--- src/wctc_pkg.sv ---
// Package for the selective wake trim and recovery configuration bank.
// Assumes one word-wide register port with 7-bit word addresses.
package wctc_pkg;

    ////////////////////////////////////////////////////////////////////////
    // Register port geometry
    localparam int ADDR_W = 7;
    localparam int DATA_W = 16;

    // Word addresses of the four registers
    localparam logic [6:0] OFS_TRIM_OPTIONS = 7'h3C;
    localparam logic [6:0] OFS_CAL_STATUS = 7'h3D;
    localparam logic [6:0] OFS_RECOVERY_CTRL = 7'h3E;
    localparam logic [6:0] OFS_BIT_TIME_LIMITS = 7'h3F;

    // Value of the trim unlock field that opens the protected fields
    localparam logic [1:0] TRIM_UNLOCK_KEY = 2'h3;

    ////////////////////////////////////////////////////////////////////////
    // Field positions, trim and options register
    localparam int RXSEL_BIT = 14;
    localparam int TCOEF_HI = 11;
    localparam int TCOEF_LO = 7;
    localparam int COARSE_HI = 6;
    localparam int COARSE_LO = 0;

    // Field positions, recovery control register
    localparam int CLKSEL_HI = 6;
    localparam int CLKSEL_LO = 5;
    localparam int FILT_HI = 3;
    localparam int FILT_LO = 2;
    localparam int RECEN_BIT = 0;

    // Field positions, bit time limit register
    localparam int LIM_UP_HI = 15;
    localparam int LIM_UP_LO = 8;
    localparam int LIM_LO_HI = 7;
    localparam int LIM_LO_LO = 0;

    // Implemented bits; everything else is reserved and reads zero
    localparam logic [15:0] TRIM_IMPL_MASK = 16'h4FFF;
    localparam logic [15:0] CTRL_IMPL_MASK = 16'h006D;
    localparam logic [15:0] WORD_ZERO = 16'h0000;

    ////////////////////////////////////////////////////////////////////////
    // Reset values after power-on or soft reset
    localparam logic [15:0] TRIM_RST = 16'h0000;
    localparam logic [15:0] CAL_RST = 16'h0000;
    localparam logic [15:0] CTRL_RST = 16'h0004;
    localparam logic [15:0] LIMIT_RST = 16'h9D8F;
    localparam logic [3:0] SPACING_RST = 4'h0;

    ////////////////////////////////////////////////////////////////////////
    // Edge filter modes and time constants
    typedef enum logic [1:0] {
        WCTC_FILT_TC8 = 2'h0,
        WCTC_FILT_TC16 = 2'h1,
        WCTC_FILT_TC32 = 2'h2,
        WCTC_FILT_ADAPT = 2'h3
    } wctc_filt_t;

    localparam logic [5:0] TC_8 = 6'h08;
    localparam logic [5:0] TC_16 = 6'h10;
    localparam logic [5:0] TC_32 = 6'h20;

    // Falling edge spacing bands in bit times for adaptive operation
    localparam logic [3:0] SP32_MIN = 4'h2;
    localparam logic [3:0] SP32_MAX = 4'h3;
    localparam logic [3:0] SP16_MIN = 4'h4;
    localparam logic [3:0] SP16_MAX = 4'h8;
    localparam logic [3:0] SP8_MIN = 4'h9;
    localparam logic [3:0] SP8_MAX = 4'hA;

    ////////////////////////////////////////////////////////////////////////
    // Recovery clock: base rate in kHz, halved per select step
    localparam logic [16:0] RCLK_BASE_KHZ = 17'h124F8;

    // Limit clamp: plus five and minus five percent of the bit time
    localparam logic [12:0] CLAMP_UP_NUM = 13'h0015;
    localparam logic [12:0] CLAMP_LO_NUM = 13'h0013;
    localparam logic [12:0] CLAMP_DEN = 13'h0014;
    localparam logic [12:0] CLAMP_LO_RND = 13'h000A;
    localparam logic [12:0] CLAMP_SAT = 13'h00FF;
    localparam logic [7:0] LIMIT_MAX = 8'hFF;

endpackage : wctc_pkg

--- src/wctc_filter_select.sv ---
// Edge filter time constant selection, fixed or adaptive.
// Assumes the caller holds the last measured falling edge spacing.
`timescale 1ns/100ps
`default_nettype none
module wctc_filter_select
    import wctc_pkg::*;
(
    input wire logic [1:0] filterMode,
    input wire logic [3:0] edgeSpacing,
    output logic [5:0] timeConstant
);

    ////////////////////////////////////////////////////////////////////////
    // Mode decode, adaptive bands by spacing
    always_comb begin
        case (filterMode)
            WCTC_FILT_TC8: begin
                timeConstant = TC_8;
            end
            WCTC_FILT_TC16: begin
                timeConstant = TC_16;
            end
            WCTC_FILT_TC32: begin
                timeConstant = TC_32;
            end
            WCTC_FILT_ADAPT: begin
                // Short spacing, long constant
                if (edgeSpacing >= SP32_MIN && edgeSpacing <= SP32_MAX) begin
                    timeConstant = TC_32;
                end else if (edgeSpacing >= SP16_MIN && edgeSpacing <= SP16_MAX) begin
                    timeConstant = TC_16;
                end else if (edgeSpacing >= SP8_MIN && edgeSpacing <= SP8_MAX) begin
                    timeConstant = TC_8;
                end else begin
                    // Out of band spacing falls back to the middle value
                    timeConstant = TC_16;
                end
            end
            default: begin
                timeConstant = TC_16;
            end
        endcase
    end

endmodule : wctc_filter_select
`default_nettype wire

--- src/wctc_limit_clamp.sv ---
// Clamp of the bit time detection limits to five percent of the bit time.
// Assumes the bit time low byte comes from the bit timing register.
`timescale 1ns/100ps
`default_nettype none
module wctc_limit_clamp
    import wctc_pkg::*;
(
    input wire logic [7:0] bitTime,
    input wire logic [7:0] upperLimit,
    input wire logic [7:0] lowerLimit,
    output logic [7:0] upperBound,
    output logic [7:0] lowerBound,
    output logic [7:0] upperEff,
    output logic [7:0] lowerEff
);

    logic [12:0] upProd; // Bit time times 21
    logic [12:0] upQuot; // Upper bound, rounded down
    logic [12:0] loProd; // Bit time times 19, plus rounding
    logic [12:0] loQuot; // Lower bound, rounded to nearest

    ////////////////////////////////////////////////////////////////////////
    // Bounds and clamped limits
    always_comb begin
        upProd = {5'h00, bitTime} * CLAMP_UP_NUM;
        upQuot = upProd / CLAMP_DEN;
        loProd = ({5'h00, bitTime} * CLAMP_LO_NUM) + CLAMP_LO_RND;
        loQuot = loProd / CLAMP_DEN;
        // Saturate so a large bit time cannot wrap the bound
        upperBound = (upQuot > CLAMP_SAT) ? LIMIT_MAX : upQuot[7:0];
        lowerBound = loQuot[7:0];
        upperEff = (upperLimit > upperBound) ? upperBound : upperLimit;
        lowerEff = (lowerLimit < lowerBound) ? lowerBound : lowerLimit;
    end

endmodule : wctc_limit_clamp
`default_nettype wire

--- src/wctc_wake_cdr_trim_config.sv ---
// Selective wake trim, calibration and clock data recovery configuration bank.
// Assumes the serial interface decodes frames into word reads and writes,
// and that the trim unlock field is supplied by another register.
//
// Contract
// - Receiver select bit 14, unlock-protected
// - Temperature coefficient trim writable only when unlocked
// - Coarse oscillator trim writable only when unlocked
// - Reserved bits always read zero
// - Calibration value read-only, high and low byte
// - Clock select picks 75 down to 9.375 MHz
// - Filter field picks 8, 16, 32, adaptive
// - Adaptive constant follows falling edge spacing captured while recovery is enabled
// - Bit zero enables clock data recovery
// - Reset loads register defaults; restart keeps fields
// - Limits hold upper, lower; clamped five percent
`timescale 1ns/100ps
`default_nettype none
module wctc_wake_cdr_trim_config
    import wctc_pkg::*;
(
    input wire logic mclk,
    input wire logic sys_rst,
    input wire logic [6:0] regAddr,
    input wire logic regWrEn,
    input wire logic regRdEn,
    input wire logic [15:0] regWrData,
    output logic [15:0] regRdData,
    input wire logic [1:0] trimUnlock,
    input wire logic [15:0] calValue,
    input wire logic calValid,
    input wire logic [7:0] bitTimeLow,
    input wire logic [3:0] edgeSpacing,
    input wire logic edgeSpacingValid,
    output logic wakeReceiverSelect,
    output logic [4:0] tempCoefTrim,
    output logic [6:0] oscCoarseTrim,
    output logic recoveryEnable,
    output logic [1:0] recoveryClockSelect,
    output logic [16:0] recoveryClockKhz,
    output logic [5:0] filterConstant,
    output logic [7:0] upperLimitEff,
    output logic [7:0] lowerLimitEff
);

    ////////////////////////////////////////////////////////////////////////
    // Register state
    logic [15:0] trimReg_ff; // Trim and options word
    logic [15:0] nxt_trimReg;
    logic [15:0] calReg_ff; // Calibration result word
    logic [15:0] nxt_calReg;
    logic [15:0] ctrlReg_ff; // Recovery control word
    logic [15:0] nxt_ctrlReg;
    logic [15:0] limitReg_ff; // Bit time limit word
    logic [15:0] nxt_limitReg;
    logic [15:0] rdData_ff; // Read answer
    logic [15:0] nxt_rdData;
    logic [3:0] spacing_ff; // Last measured falling edge spacing
    logic [3:0] nxt_spacing;

    // Decoded accesses
    logic unlocked; // Protected fields open
    logic wrTrim; // Write to trim word
    logic wrCtrl; // Write to control word
    logic wrLimit; // Write to limit word

    // Registered outputs
    logic rxSel_ff;
    logic nxt_rxSel;
    logic [4:0] tcoef_ff;
    logic [4:0] nxt_tcoef;
    logic [6:0] coarse_ff;
    logic [6:0] nxt_coarse;
    logic recEn_ff;
    logic nxt_recEn;
    logic [1:0] clkSel_ff;
    logic [1:0] nxt_clkSel;
    logic [16:0] clkKhz_ff;
    logic [16:0] nxt_clkKhz;
    logic [5:0] filtTc_ff;
    logic [5:0] nxt_filtTc;
    logic [7:0] upEff_ff;
    logic [7:0] nxt_upEff;
    logic [7:0] loEff_ff;
    logic [7:0] nxt_loEff;

    // Helper results
    logic [5:0] tcSel; // Selected filter constant
    logic [7:0] upBound; // Upper clamp bound
    logic [7:0] loBound; // Lower clamp bound
    logic [7:0] upClamped; // Clamped upper limit
    logic [7:0] loClamped; // Clamped lower limit

    ////////////////////////////////////////////////////////////////////////
    // Access decode
    always_comb begin
        unlocked = (trimUnlock == TRIM_UNLOCK_KEY);
        wrTrim = regWrEn && (regAddr == OFS_TRIM_OPTIONS);
        wrCtrl = regWrEn && (regAddr == OFS_RECOVERY_CTRL);
        wrLimit = regWrEn && (regAddr == OFS_BIT_TIME_LIMITS);
    end

    ////////////////////////////////////////////////////////////////////////
    // Register next values
    always_comb begin
        nxt_trimReg = trimReg_ff;
        nxt_calReg = calReg_ff;
        nxt_ctrlReg = ctrlReg_ff;
        nxt_limitReg = limitReg_ff;
        nxt_spacing = spacing_ff;
        // Protected word only opens with the unlock key
        if (wrTrim && unlocked) begin
            nxt_trimReg = regWrData & TRIM_IMPL_MASK;
        end
        // Locked writes leave the word untouched, without an error
        if (wrTrim && !unlocked) begin
            nxt_trimReg = trimReg_ff;
        end
        // Calibration word follows the calibration logic only
        if (calValid) begin
            nxt_calReg = calValue;
        end
        // Control word, reserved bits dropped
        if (wrCtrl) begin
            nxt_ctrlReg = regWrData & CTRL_IMPL_MASK;
        end
        // Limit word, fully writable
        if (wrLimit) begin
            nxt_limitReg = regWrData;
        end
        // Edge spacing is tracked only while recovery runs
        if (edgeSpacingValid && ctrlReg_ff[RECEN_BIT]) begin
            nxt_spacing = edgeSpacing;
        end
    end

    // Register storage
    always_ff @(posedge mclk) begin
        if (sys_rst) begin
            // Power-on and soft reset; restart keeps the stored fields
            trimReg_ff <= TRIM_RST;
            calReg_ff <= CAL_RST;
            ctrlReg_ff <= CTRL_RST;
            limitReg_ff <= LIMIT_RST;
            spacing_ff <= SPACING_RST;
        end else begin
            trimReg_ff <= nxt_trimReg;
            calReg_ff <= nxt_calReg;
            ctrlReg_ff <= nxt_ctrlReg;
            limitReg_ff <= nxt_limitReg;
            spacing_ff <= nxt_spacing;
        end
    end

    ////////////////////////////////////////////////////////////////////////
    // Read answer, one cycle after the read strobe
    always_comb begin
        nxt_rdData = rdData_ff;
        if (regRdEn) begin
            case (regAddr)
                OFS_TRIM_OPTIONS: begin
                    nxt_rdData = trimReg_ff & TRIM_IMPL_MASK;
                end
                OFS_CAL_STATUS: begin
                    nxt_rdData = calReg_ff;
                end
                OFS_RECOVERY_CTRL: begin
                    nxt_rdData = ctrlReg_ff & CTRL_IMPL_MASK;
                end
                OFS_BIT_TIME_LIMITS: begin
                    nxt_rdData = limitReg_ff;
                end
                default: begin
                    // Unmapped words read zero
                    nxt_rdData = WORD_ZERO;
                end
            endcase
        end
    end

    // Read data register
    always_ff @(posedge mclk) begin
        if (sys_rst) begin
            rdData_ff <= WORD_ZERO;
        end else begin
            rdData_ff <= nxt_rdData;
        end
    end

    ////////////////////////////////////////////////////////////////////////
    // Filter constant and limit clamp helpers
    wctc_filter_select u_filter (
        .filterMode(ctrlReg_ff[FILT_HI:FILT_LO]),
        .edgeSpacing(spacing_ff),
        .timeConstant(tcSel)
    );

    wctc_limit_clamp u_clamp (
        .bitTime(bitTimeLow),
        .upperLimit(limitReg_ff[LIM_UP_HI:LIM_UP_LO]),
        .lowerLimit(limitReg_ff[LIM_LO_HI:LIM_LO_LO]),
        .upperBound(upBound),
        .lowerBound(loBound),
        .upperEff(upClamped),
        .lowerEff(loClamped)
    );

    ////////////////////////////////////////////////////////////////////////
    // Output next values
    always_comb begin
        nxt_rxSel = trimReg_ff[RXSEL_BIT];
        nxt_tcoef = trimReg_ff[TCOEF_HI:TCOEF_LO];
        nxt_coarse = trimReg_ff[COARSE_HI:COARSE_LO];
        nxt_recEn = ctrlReg_ff[RECEN_BIT];
        nxt_clkSel = ctrlReg_ff[CLKSEL_HI:CLKSEL_LO];
        // Each select step halves the recovery clock
        nxt_clkKhz = RCLK_BASE_KHZ >> ctrlReg_ff[CLKSEL_HI:CLKSEL_LO];
        nxt_filtTc = tcSel;
        nxt_upEff = upClamped;
        nxt_loEff = loClamped;
    end

    // Output registers
    always_ff @(posedge mclk) begin
        if (sys_rst) begin
            rxSel_ff <= TRIM_RST[RXSEL_BIT];
            tcoef_ff <= TRIM_RST[TCOEF_HI:TCOEF_LO];
            coarse_ff <= TRIM_RST[COARSE_HI:COARSE_LO];
            recEn_ff <= CTRL_RST[RECEN_BIT];
            clkSel_ff <= CTRL_RST[CLKSEL_HI:CLKSEL_LO];
            clkKhz_ff <= RCLK_BASE_KHZ;
            filtTc_ff <= TC_16;
            upEff_ff <= LIMIT_RST[LIM_UP_HI:LIM_UP_LO];
            loEff_ff <= LIMIT_RST[LIM_LO_HI:LIM_LO_LO];
        end else begin
            rxSel_ff <= nxt_rxSel;
            tcoef_ff <= nxt_tcoef;
            coarse_ff <= nxt_coarse;
            recEn_ff <= nxt_recEn;
            clkSel_ff <= nxt_clkSel;
            clkKhz_ff <= nxt_clkKhz;
            filtTc_ff <= nxt_filtTc;
            upEff_ff <= nxt_upEff;
            loEff_ff <= nxt_loEff;
        end
    end

    // Port drive
    assign regRdData = rdData_ff;
    assign wakeReceiverSelect = rxSel_ff;
    assign tempCoefTrim = tcoef_ff;
    assign oscCoarseTrim = coarse_ff;
    assign recoveryEnable = recEn_ff;
    assign recoveryClockSelect = clkSel_ff;
    assign recoveryClockKhz = clkKhz_ff;
    assign filterConstant = filtTc_ff;
    assign upperLimitEff = upEff_ff;
    assign lowerLimitEff = loEff_ff;
endmodule : wctc_wake_cdr_trim_config
`default_nettype wire

--- config.mk ---
export PLATFORM = sky130hd
export DESIGN_NAME = wctc_wake_cdr_trim_config
export DESIGN_NICKNAME = d
export VERILOG_FILES = /design/src/wctc_pkg.sv /design/src/wctc_filter_select.sv /design/src/wctc_limit_clamp.sv /design/src/wctc_wake_cdr_trim_config.sv
export SDC_FILE = /design/constraint.sdc
export NUM_CORES = 1
export LEC_CHECK = 0
export BUFFER_PORTS_ARGS = -buffer_cell sky130_fd_sc_hd__buf_4
export CAP_MARGIN = 30
export CELL_PAD_IN_SITES_DETAIL_PLACEMENT = 0
export CELL_PAD_IN_SITES_GLOBAL_PLACEMENT = 2
export CORE_UTILIZATION = 38
export DETAILED_ROUTE_END_ITERATION = 10
export PLACE_DENSITY = 0.88
export SYNTH_ARGS = -nofsm -noshare
export SYNTH_HDL_FRONTEND = slang
export SYNTH_HIERARCHICAL = 1
export SYNTH_SLANG_ARGS = --single-unit
--- constraint.sdc ---
create_clock -name mclk -period 13.8 [get_ports mclk]
set_input_delay 1.38 -clock mclk [delete_from_list [all_inputs] [get_ports mclk]]
set_output_delay 1.38 -clock mclk [all_outputs]
set_load 0.01 [all_outputs]
==> results summary <==
The run finished with clean final reports. The minimum clock period is 8.480 ns. Of all nets on the critical path, the largest fanout is 18. The cell leakage power is 4.645 nW.

In the layout the commonest cells are buf_4 (136), dfxtp_1 (116), nor2_1 (79). Port buffering added 127 buffers. The data arrival time of the critical path came out at 8.78 ns. The H-tree depth came out at 4. The count of cell types in the netlist is 99. The peak supply drop is 0.09107 mV. The number of global-route vias before repair came out at 7497. The worst-case hold slack is 0.4603 ns.

The detailed-route vias per instance is 5.476. The placed wire-length estimate came out at 17.27 mm. The area of the placeable core came out at 22850 um^2. The total negative slack for setup checks came out at 0 ns. The count of nets left with antenna violations once routing finished came out at 0. In this design, the stage delay of the slowest critical-path cell is 0.55 ns. Clock latency on the worst-skew pair, taken at its later pin, is 0.41 ns. The synthesized netlist occupies a cell area of 8940 um^2. TritonCTS built the clock tree.

The die outline height is 155.4 um. Setup violations remaining at the end of the flow were counted as 0. The die covers 24140 um^2. Buffers added to address setup during post-CTS repair amount to 0. After global routing the overflow that remains totals 0. The number of buffers inserted for hold repair after clock tree synthesis came out at 0.

The slowest stage of the critical path is the and3_1 cell. The number of maximum-capacitance constraint violations came out at 0. Before antenna repair, the detailed router went through 4 iterations. The placed cell area is 9982 um^2.

For this configuration, the core starts out at a cell density of 0.3913. The commonest non-fill, non-tap cell in the layout is buf_4. The share of synthesized flip-flops with an asynchronous set or reset is 0. The antenna diode instance count is 0.

The part of the Yosys area used for sequential elements is 0.2598. The most numerous cell type found on the critical path is ha_1. The max-slew violation count came to 0.

Counting flops with a built-in enable in the synthesized netlist gives 0. The number of vias after detailed routing came out at 7967. The core occupancy in the finished layout is 0.4682.

For the worst setup path, the data required time is 14.10 ns. For this block, the initial DRC count from the detailed router was 428. The clock input transition at the sequential cells of the worst setup and hold paths came out at 0.06 ns. Setup repair after global routing left no endpoint under its margin. After detailed routing, the total wire length is 23.46 mm.

The TritonCTS buffer count is 17. In this run the most critical hold path is launched from ctrlReg_ff[5]. Compared with the post-synthesis result, the final layout area differs by 19.66%. The timing-limited maximum frequency is 0.1179 GHz.

The detailed-route wire length per cell is 16.12 um. The power per unit of standard cell area came out at 220.5 nW/um^2. The placer congestion estimate is 0.8240. In the routed design, unresolved DRC markers number 0. Clock skew on the completed layout was measured at 0.006120 ns. The count of standard-cell rows came out at 55.

The synthesized netlist cell count is 1040. The worst slew margin relative to its limit came out at 0.3853. The count of final hold-check violations was 0. The critical path starts at bitTimeLow[1].

Among all flip-flop cells after synthesis, the most frequent one is dfxtp_1. The setup path with the least slack is of type input port to flip-flop. The part of the cycle the worst path needs is 0.6145. The worst setup path is captured at a flip-flop.

Entering global routing, the biggest net connects 75 pins. The number of warnings issued by yosys came out at 6. In the final layout, the share of cells above drive strength 1 is 0.2250. The startpoint class of the critical path is an input port. Clock tree synthesis selected as its root buffer the cell clkbuf_16.

The post-cts resize count is 0. The pin slew with the least headroom to its limit came out at 0.9213 ns. Counting every sink on the clock net gives 116. The total routing usage reported by global routing is 0.1917. The wire length of the first global-routing pass is 37.58 mm. The deepest clock path buffer count came out at 2.

130 I/O pins were placed. The number of antenna violations at the first check in global routing is 0. A synthesized cell averages 8.596 um^2. The worst register-to-register path begins at limitReg_ff[9].

The die boundary width is 155.4 um. Once layout is done, the placed cells without fillers occupy 10700 um^2. The count of nets after finishing is 1264. The flip-flop and latch count after synthesis is 116. The tightest min-delay check is of the flip-flop to flip-flop type.
worst max-delay path: cells and delay by family:
kind / cells / cell delay [ns]
buffers and inverters: 4 / 0.59
adders and majority gates: 5 / 1.55
and+or+nand+nor: 5 / 1.57
muxes: 1 / 0.34
AOI/OAI and AO/OA: 14 / 3.10
xor gates and xnor gates: 1 / 0.25
stage by stage:
stage	setup slack (ns)	cells	total power, mW
finish	5.320	1455	2.359
global route	4.737	1455	2.556
CTS	5.336	1455	2.367
detailed placement	4.925	1423	1.836
global placement	4.996	1422	1.844
floorplan	5.865	1043	1.517
Yosys cell counts (all sizes together) (8+ instances only):
| library cell | instances | area, um^2 |
|---|---|---|
| buf | 43 | 304.0 |
| ha | 67 | 838.3 |
| o31ai | 8 | 60.06 |
| dfxtp | 116 | 2322 |
| a21o | 13 | 97.59 |
| a22oi | 13 | 102.6 |
| a211oi | 8 | 60.06 |
| and3 | 16 | 101.4 |
| or2 | 16 | 100.1 |
| clkbuf | 27 | 112.6 |
| nand2b | 19 | 118.9 |
| a21oi | 60 | 319.1 |
| o21ai | 51 | 266.5 |
| nor2b | 33 | 214.0 |
| xnor2 | 19 | 192.7 |
| nor2 | 79 | 296.5 |
| nand3 | 37 | 185.2 |
| a211o | 13 | 113.9 |
| inv | 69 | 259.0 |
| o32ai | 9 | 78.83 |
| fa | 9 | 180.2 |
| nand2 | 52 | 214.0 |
| o22ai | 9 | 62.56 |
| a31oi | 10 | 62.56 |
| mux2i | 37 | 370.4 |
| nor3b | 9 | 67.56 |
| mux2 | 34 | 386.6 |
| xor2 | 12 | 131.4 |
| o211ai | 11 | 82.58 |
| nor4 | 11 | 68.82 |
| nor3 | 19 | 116.4 |
| or3 | 10 | 62.56 |
| nand4 | 14 | 87.58 |
power breakdown:
| part | switching [mW] | total, mW | leakage [nW] | internal, mW |
|---|---|---|---|---|
| logic | 0.888 | 1.47 | 3.36 | 0.586 |
| clock network | 0.153 | 0.525 | 0.346 | 0.372 |
| registers | 0.00692 | 0.361 | 0.942 | 0.354 |
| total | 1.05 | 2.36 | 4.65 | 1.31 |
state kept, by name (all words and copies together), names as in the netlist:
name,count
calReg_ff,16
limitReg_ff,16
regRdData,16
trimReg_ff,13
recoveryClockKhz,9
lowerLimitEff,8
upperLimitEff,8
oscCoarseTrim,7
filterConstant,6
ctrlReg_ff,5
tempCoefTrim,5
spacing_ff,4
recoveryClockSelect,1
recoveryEnable,1
wakeReceiverSelect,1
final timing paths:
path	endpoint	slack [ns]	cells past startpoint
max reg2reg	upperLimitEff[2]	11.29	11
min reg2reg	recoveryClockKhz[14]	0.46	1
min	recoveryClockKhz[14]	0.46	1
max	upperLimitEff[2]	5.32	30
routing by layer:
metal  routed length (um)  vias to the layer above  global-route usage  part of all wire
met5                    0                        -                   0                 0
met1                11310                     3741              0.2605              0.48
met3                 1245                       31             0.02201             0.053
met4                  379                        0             0.06022             0.016
li1                     -                     3969                   -                 -
met2                10530                      226              0.3163              0.45
cell families after synthesis:
family | after synthesis | synth area share
xor gates and xnor gates | 31 | 0.03625
AOI/OAI and AO/OA | 257 | 0.2034
DFF | 116 | 0.2598
adders and majority gates | 81 | 0.1195
muxes | 76 | 0.09895
and+or+nand+nor | 338 | 0.2057
buffers and inverters | 139 | 0.07558
other | 2 | 0.0008401
area by class of cell:
type	instances	area (um^2)
inverter	69	259.0
clock inverter	12	249.0
multi-input combinational	788	5961
clock buffer	20	466.7
timing repair buffer	137	1049
sequential	116	2322
tap	313	391.6
fill	2280	12150
(Power assumes the default switching activity.)
